<file path="src/verilog/dcwd_pkg.sv">
// Functional notes
// - keep read-only 16-bit last fault code, zero after reset, cyclically readable.
// - keep 16-bit read-write command word, any value, reset zero, not retained.
// - fault reset fires only on a zero-to-one change of command bit 7.
// - command bit 11 enables the positive torque limit, clear disables it.
// - command bit 12 enables the negative torque limit, clear disables it.
// - bit 7 clear: bits 3..0 x110 shutdown, 0111 switch on, 1111 enable operation.
// - bit 7 clear: bit 1 low disables voltage; bit 1 high, bit 2 low quick stop.
// - profile position: bit 4 rise, bits 5,9 clear queues move until target reached.
// - profile position: bit 4 rise with bit 5 set starts next move at once.
// - profile position: bit 4 rise, bit 9 set, bit 5 clear continues then moves.
// - profile position: bit 6 clear absolute target, set relative to current target.
// - in every mode bit 8 set halts the axis, clear lets operation proceed.
// - homing: bit 4 set with halt clear runs homing; bits 5,6,9 reserved zero.
// - interpolated position: bit 4 enables interpolation while halt is clear.
package dcwd_pkg;

  // object indices of the two registers
  localparam logic [15:0] IDX_FAULT_CODE = 16'h603f;
  localparam logic [15:0] IDX_CMD_WORD = 16'h6040;
  localparam logic [15:0] RST_FAULT_CODE = 16'h0000;
  localparam logic [15:0] RST_CMD_WORD = 16'h0000;

  // command word bit positions
  localparam int B_SWITCH_ON = 0;
  localparam int B_EN_VOLTAGE = 1;
  localparam int B_QUICK_STOP_N = 2;
  localparam int B_EN_OPERATION = 3;
  localparam int B_START = 4;
  localparam int B_IMMEDIATE = 5;
  localparam int B_RELATIVE = 6;
  localparam int B_FAULT_RESET = 7;
  localparam int B_HALT = 8;
  localparam int B_CONTINUE = 9;
  localparam int B_POS_TLIM = 11;
  localparam int B_NEG_TLIM = 12;

  // bits that must be zero outside profile position mode, bit 4 excepted in homing and interpolated position
  localparam logic [15:0] MODE_RSVD_MASK = 16'h0270;

  typedef enum logic [2:0] {
    MODE_NONE = 3'b000,
    MODE_PROFILE_POS = 3'b001,
    MODE_PROFILE_VEL = 3'b010,
    MODE_PROFILE_TRQ = 3'b011,
    MODE_HOMING = 3'b100,
    MODE_INTERP_POS = 3'b101,
    MODE_CYCLIC = 3'b110
  } dcwd_mode_t;

  typedef enum logic [2:0] {
    SC_NONE = 3'b000,
    SC_SHUTDOWN = 3'b001,
    SC_SWITCH_ON = 3'b010,
    SC_ENABLE_OP = 3'b011,
    SC_DISABLE_VOLTAGE = 3'b100,
    SC_QUICK_STOP = 3'b101
  } dcwd_state_cmd_t;

  typedef enum logic [1:0] {
    MV_QUEUED = 2'b00,
    MV_IMMEDIATE = 2'b01,
    MV_CONTINUE = 2'b10
  } dcwd_move_kind_t;

  // level outputs that steer the drive
  typedef struct packed {
    dcwd_state_cmd_t state_cmd;
    logic halt;
    logic pos_tlim_en;
    logic neg_tlim_en;
    logic relative;
    logic homing_run;
    logic interp_en;
  } dcwd_drive_cmd_t;

endpackage

</file>
<file path="src/verilog/dcwd_decoder.sv">
`timescale 1ns/100ps
module dcwd_decoder (
  input wire logic clk_sys,
  input wire logic nrst,
  // service (acyclic) object access
  input wire logic obj_req,
  input wire logic obj_wr,
  input wire logic [15:0] obj_index,
  input wire logic [15:0] obj_wdata,
  output logic [15:0] obj_rdata,
  output logic obj_ack,
  output logic obj_err,
  // cyclic process data
  input wire logic pdo_valid,
  input wire logic [15:0] pdo_cmd_word,
  output logic [15:0] pdo_fault_code,
  // drive side
  input wire logic alarm_valid,
  input wire logic [15:0] alarm_code,
  input wire dcwd_pkg::dcwd_mode_t op_mode,
  input wire logic target_reached,
  output dcwd_pkg::dcwd_drive_cmd_t drive_cmd,
  output logic [15:0] cmd_word,
  output logic fault_reset,
  output logic move_start,
  output dcwd_pkg::dcwd_move_kind_t move_kind,
  output logic move_pending,
  output logic mode_rsvd_err
);

  // ==========================================================
  // reset release
  // ==========================================================
  logic [1:0] rst_sync;
  logic rst_n;

  // async assert, two-flop release so all logic leaves reset on one edge
  always_ff @(posedge clk_sys or negedge nrst) begin
    if (!nrst) begin
      rst_sync <= 2'b00;
    end else begin
      rst_sync <= {rst_sync[0], 1'b1};
    end
  end
  assign rst_n = rst_sync[1];

  // ==========================================================
  // command word acceptance
  // ==========================================================
  logic obj_cmd_wr;
  logic cmd_load;
  logic [15:0] next_cmd_word;
  logic rise_fault_reset;
  logic rise_start;
  logic is_pp;

  // cyclic data wins when both sources write in one cycle: it is the newer view
  assign obj_cmd_wr = obj_req && obj_wr && (obj_index == dcwd_pkg::IDX_CMD_WORD);
  assign cmd_load = pdo_valid || obj_cmd_wr;
  assign next_cmd_word = pdo_valid ? pdo_cmd_word : obj_wdata;

  // edges are taken against the last accepted word, not against time
  assign rise_fault_reset = cmd_load && next_cmd_word[dcwd_pkg::B_FAULT_RESET]
                            && !cmd_word[dcwd_pkg::B_FAULT_RESET];
  assign rise_start = cmd_load && next_cmd_word[dcwd_pkg::B_START]
                      && !cmd_word[dcwd_pkg::B_START];
  assign is_pp = (op_mode == dcwd_pkg::MODE_PROFILE_POS);

  // full 16-bit value stored, reserved bits kept but never decoded
  always_ff @(posedge clk_sys or negedge rst_n) begin
    if (!rst_n) begin
      cmd_word <= dcwd_pkg::RST_CMD_WORD;
    end else if (cmd_load) begin
      cmd_word <= next_cmd_word;
    end
  end

  // ==========================================================
  // fault code register
  // ==========================================================
  logic [15:0] fault_code;

  // a new alarm always lands, even in the cycle a fault reset is issued
  always_ff @(posedge clk_sys or negedge rst_n) begin
    if (!rst_n) begin
      fault_code <= dcwd_pkg::RST_FAULT_CODE;
    end else if (alarm_valid) begin
      fault_code <= alarm_code;
    end
  end
  assign pdo_fault_code = fault_code;

  // ==========================================================
  // service object access
  // ==========================================================
  // one-cycle answer; writes to the read-only code and unknown indices fail
  always_ff @(posedge clk_sys or negedge rst_n) begin
    if (!rst_n) begin
      obj_ack <= 1'b0;
      obj_err <= 1'b0;
      obj_rdata <= 16'h0000;
    end else begin
      obj_ack <= obj_req;
      obj_err <= 1'b0;
      obj_rdata <= 16'h0000;
      if (obj_req) begin
        if (obj_index == dcwd_pkg::IDX_FAULT_CODE) begin
          obj_err <= obj_wr;
          obj_rdata <= obj_wr ? 16'h0000 : fault_code;
        end else if (obj_index == dcwd_pkg::IDX_CMD_WORD) begin
          obj_rdata <= obj_wr ? 16'h0000 : cmd_word;
        end else begin
          obj_err <= 1'b1;
        end
      end
    end
  end

  // ==========================================================
  // state command decode
  // ==========================================================
  dcwd_pkg::dcwd_state_cmd_t next_state_cmd;

  // voltage removal outranks quick stop, which outranks the rest
  always_comb begin
    next_state_cmd = dcwd_pkg::SC_NONE;
    if (!cmd_word[dcwd_pkg::B_FAULT_RESET]) begin
      if (!cmd_word[dcwd_pkg::B_EN_VOLTAGE]) begin
        next_state_cmd = dcwd_pkg::SC_DISABLE_VOLTAGE;
      end else if (!cmd_word[dcwd_pkg::B_QUICK_STOP_N]) begin
        next_state_cmd = dcwd_pkg::SC_QUICK_STOP;
      end else if (!cmd_word[dcwd_pkg::B_SWITCH_ON]) begin
        next_state_cmd = dcwd_pkg::SC_SHUTDOWN;
      end else if (cmd_word[dcwd_pkg::B_EN_OPERATION]) begin
        next_state_cmd = dcwd_pkg::SC_ENABLE_OP;
      end else begin
        next_state_cmd = dcwd_pkg::SC_SWITCH_ON;
      end
    end
  end

  // ==========================================================
  // level outputs to the drive
  // ==========================================================
  // registered one cycle after the word so all fields change together
  always_ff @(posedge clk_sys or negedge rst_n) begin
    if (!rst_n) begin
      drive_cmd <= '0;
    end else begin
      drive_cmd.state_cmd <= next_state_cmd;
      drive_cmd.halt <= cmd_word[dcwd_pkg::B_HALT];
      drive_cmd.pos_tlim_en <= cmd_word[dcwd_pkg::B_POS_TLIM];
      drive_cmd.neg_tlim_en <= cmd_word[dcwd_pkg::B_NEG_TLIM];
      drive_cmd.relative <= is_pp && cmd_word[dcwd_pkg::B_RELATIVE];
      drive_cmd.homing_run <= (op_mode == dcwd_pkg::MODE_HOMING) && cmd_word[dcwd_pkg::B_START]
                              && !cmd_word[dcwd_pkg::B_HALT];
      drive_cmd.interp_en <= (op_mode == dcwd_pkg::MODE_INTERP_POS) && cmd_word[dcwd_pkg::B_START]
                             && !cmd_word[dcwd_pkg::B_HALT];
    end
  end

  // flag any mode-reserved bit the master left set; decode ignores them anyway
  always_ff @(posedge clk_sys or negedge rst_n) begin
    if (!rst_n) begin
      mode_rsvd_err <= 1'b0;
    end else if (op_mode == dcwd_pkg::MODE_HOMING) begin
      mode_rsvd_err <= |(cmd_word & dcwd_pkg::MODE_RSVD_MASK & ~(16'h0001 << dcwd_pkg::B_START));
    end else if (is_pp || op_mode == dcwd_pkg::MODE_INTERP_POS) begin
      mode_rsvd_err <= is_pp ? 1'b0 : |(cmd_word & dcwd_pkg::MODE_RSVD_MASK & ~(16'h0001 << dcwd_pkg::B_START));
    end else begin
      mode_rsvd_err <= |(cmd_word & dcwd_pkg::MODE_RSVD_MASK);
    end
  end

  // ==========================================================
  // fault reset pulse
  // ==========================================================
  always_ff @(posedge clk_sys or negedge rst_n) begin
    if (!rst_n) begin
      fault_reset <= 1'b0;
    end else begin
      fault_reset <= rise_fault_reset;
    end
  end

  // ==========================================================
  // profile position move start
  // ==========================================================
  logic pp_queue;
  logic pp_now;
  logic pending_fire;

  // bit 5 wins over bit 9, so immediate is checked first
  assign pp_queue = is_pp && rise_start && !next_cmd_word[dcwd_pkg::B_IMMEDIATE]
                    && !next_cmd_word[dcwd_pkg::B_CONTINUE];
  assign pp_now = is_pp && rise_start && !pp_queue;
  assign pending_fire = move_pending && target_reached && !pp_now;

  // a queued move waits for target reached; a new queue request in the fire
  // cycle re-arms instead of being lost
  always_ff @(posedge clk_sys or negedge rst_n) begin
    if (!rst_n) begin
      move_pending <= 1'b0;
    end else if (pp_queue) begin
      move_pending <= 1'b1;
    end else if (pp_now || pending_fire || !is_pp) begin
      move_pending <= 1'b0;
    end
  end

  // start pulse and its kind; the continue kind tells the profiler to keep
  // the present speed to the present target before chaining
  always_ff @(posedge clk_sys or negedge rst_n) begin
    if (!rst_n) begin
      move_start <= 1'b0;
      move_kind <= dcwd_pkg::MV_QUEUED;
    end else begin
      move_start <= pp_now || pending_fire;
      if (pp_now) begin
        move_kind <= next_cmd_word[dcwd_pkg::B_IMMEDIATE] ? dcwd_pkg::MV_IMMEDIATE
                     : dcwd_pkg::MV_CONTINUE;
      end else if (pending_fire) begin
        move_kind <= dcwd_pkg::MV_QUEUED;
      end
    end
  end
endmodule

</file>
<file path="config.mk">
export PLATFORM = sky130hd
export DESIGN_NAME = dcwd_decoder
export DESIGN_NICKNAME = d
export VERILOG_FILES = /design/src/verilog/dcwd_pkg.sv /design/src/verilog/dcwd_decoder.sv
export SDC_FILE = /design/constraint.sdc
export NUM_CORES = 1
export LEC_CHECK = 0
export BUFFER_PORTS_ARGS = -buffer_cell sky130_fd_sc_hd__buf_2
export CAP_MARGIN = 20
export CORE_MARGIN = 2
export CORE_UTILIZATION = 48
export DETAILED_ROUTE_END_ITERATION = 10
export PLACE_DENSITY = 0.84
export REMOVE_ABC_BUFFERS = 1
export SYNTH_ARGS = -nofsm -noshare
export SYNTH_HDL_FRONTEND = slang
export SYNTH_SLANG_ARGS = --single-unit
</file>
<file path="constraint.sdc">
create_clock -name clk_sys -period 3.65 [get_ports clk_sys]
set_input_delay 1.095 -clock clk_sys [delete_from_list [all_inputs] [get_ports clk_sys]]
set_output_delay 1.095 -clock clk_sys [all_outputs]
set_load 0.1 [all_outputs]
</file>
==> flow_summary.ini <==
[placement]
hpwl_um = 4660
placed_cells = 414
io_buffer_count = 138
place.gp.congestion = 0.844
place_ws_ns = 0.896

[timing]
worstMarginPinSlew_ns = 0.840
skew_ns = 0.00838
hold_viol = 0
max_freq_mhz = 415
setup_tns_ns = 0
setup_ws_ns = 1.24
finalCriticalPeriod_ns = 2.41
rsz0062_at_grt = no
setup_viol = 0
relSlewSlack_pct = 44.0
slew_violations = 0
fin_crit_sh_pct = 66.1

[global_route]
grt_antenna_before_repair = 0
grt_pass1_vias = 2202
gr-usage-met1_pct = 25.9
grt_max_degree = 40
grt_util_all_layers_pct = 21.9
grt_use_met3_pct = 5.68
grt_pass1_wl_um = 10300
use_met2_pct = 37.9
gr-total-overflow = 0
grt.busiest_layer = met2

[die]
dieWidth_um = 78.9
initial_utilization_pct = 49.2
die_h_um = 78.9
rows = 27
core-area_um2 = 5470
boundaryPins = 139
dieArea_um2 = 6220

[routing]
routed_via_density = 5.10
postRouteWirelength_um = 6400
vias = 2186
drc = 0
initialDrtViolationCount = 81
wl_per_cell_um = 14.9
antenna_left = 0
firstDrtPassIters = 4

[setup_path]
rrSetupSlack_ns = 2.31
cp.required_ns = 3.91
r2r.worst_path.cells = 3
r2r-start = cmd_word[4]
endpoint = obj_rdata[3]
worst-setup-path-type = input port to register
critPathCaptureType = register
cp-startpoint = obj_index[9]
rr_endpoint = drive_cmd[0]
start_kind = input port
critPathArrivalTime_ns = 2.67
critical_path_peak_fanout = 15

[synth]
ys_types = 35
yosys_warnings = 0
synthFlopType = dfrtp_1
synth-edff-count = 0
syn_area_um2 = 2690
ys_ff_latch = 67
ys_async_sr_fraction_pct = 100
ys_seq_area_share_pct = 62.3
avgSynthCellArea_um2 = 12.7
syn_inst = 211

[status]
status = finished clean

[worst_hold_path]
whs_path_depth = 0
holdCritPathClass = register to register

[pwr]
p_leak_uw = 0.00188
power_density_nw_per_um2 = 537
ir_drop_mv = 0.342
finalPower_uw = 1940

[cts]
postCtsHoldBufs = 0
ctsRootBufferMaster = clkbuf_8
htree_levels = 3
clock-sinks = 67
cts_buffers = 9
post_cts_resized = 0
postCtsSetupRepairBufs = 0
clkLatencyLatePin_ns = 0.32
cts_tree = yes
clockBufferDepth = 2
clkSlewWorstSetupHoldPaths_ns = 0.07

[final_layout]
register_area_um2 = 1680
finish.net_count = 427
final_util_pct = 66.1
fillCellCount = 460
diodes = 0
drive_above_1_share_pct = 49.0
final-instance-count-excl-fill = 429
multi_input_area_um2 = 943
syn_to_final_growth_pct = 34.5

[flow_run]
drv_cap = 0
## worst max-delay path: stages
cell and delay (ns):
buf_2 0.10, nor4_1 0.32, nand4b_1 0.22, or2_2 0.39, nor2_4 0.33, a22o_1 0.21
## cells by family (layout without fill, tap and decap cells)
| family | after synthesis | count (layout) | share of synthesized area, % |
|---|---|---|---|
| mux | 33 | 33 | 13.0 |
| flops | 67 | 67 | 62.3 |
| simple gates | 52 | 52 | 10.8 |
| other cells | 1 | 1 | 0.139 |
| compound gates | 43 | 43 | 10.9 |
| buf+inv | 15 | 161 | 2.79 |
## sequential cells by signal (all words and copies together) (netlist names), 2 cells and up
register,flops
cmd_word,16
obj_rdata,16
pdo_fault_code,16
drive_cmd,9
move_kind,2
rst_sync,2
## final cells by class
| type | count | share of cell area (%) |
|---|---|---|
| sequential | 67 | 46.4 |
| timing repair buffer | 141 | 19.7 |
| tap | 72 | 2.49 |
| multi-input combinational | 129 | 26.1 |
| clock inverter | 3 | 1.11 |
| inverter | 5 | 0.519 |
| clock buffer | 12 | 3.73 |
## power breakdown
group          total, uW  internal (uW)  switching, uW  leakage, uW
Clock                556            310            246    0.0000902
Combinational        546            100            446     0.000947
Sequential           839            793           46.4     0.000844
Total               1940           1200            739      0.00188
## how the worst min path moves through the flow
stage                  endpoint         from
CTS                 rst_sync[1]  rst_sync[0]
detailed placement  rst_sync[1]  rst_sync[0]
floorplan           rst_sync[1]  rst_sync[0]
global placement    rst_sync[1]  rst_sync[0]
finish              rst_sync[1]  rst_sync[0]
global route        rst_sync[1]  rst_sync[0]
## stage by stage
step                      area [um2]  hold slack, ns
after floorplan                 2630           0.331
after global placement          3440           0.337
after detailed placement        3440           0.337
after CTS                       3620           0.361
after global routing            3620           0.379
final                           3620           0.359
## placed cells by master (no fill, tap or decap), types with 3 or more instances in the layout
cell type  instances
a21oi_1            3
a22o_1            15
buf_2            138
buf_4              3
clkbuf_1           3
clkbuf_8           9
dfrtp_1           66
inv_1              5
mux2_2            15
mux2i_1           18
nand2_1           22
nor2_1             5
nor3_1             3
nor3b_1            3
o21ai_0           16
o21ai_1            3
## per-layer routing
metal  share of wire [%]  vias up  routed length, um
li1                    -     1028                  -
met1                  40     1069               2590
met2                  52       83               3330
met3                 6.6        6                425
met4                0.95        0                 61
met5                   0        -                  0
## cell usage after synthesis, types with 2 or more instances
cell	n	share of area [%]
mux2i_1	18	6.7
buf_4	3	0.84
nor2_1	5	0.70
nor3_1	4	0.74
nand2_1	22	3.1
inv_1	5	0.70
and2_1	2	0.47
nand3b_1	2	0.56
nand2b_1	2	0.47
nand4b_1	2	0.65
dfrtp_1	67	62
o21ai_0	16	3.0
nand3_1	2	0.37
o21ai_1	3	0.56
clkbuf_1	6	0.84
a22o_1	15	4.9
mux2_2	15	6.3
nor3b_1	3	0.84
a21oi_1	3	0.56
(Power assumes the default switching activity.)
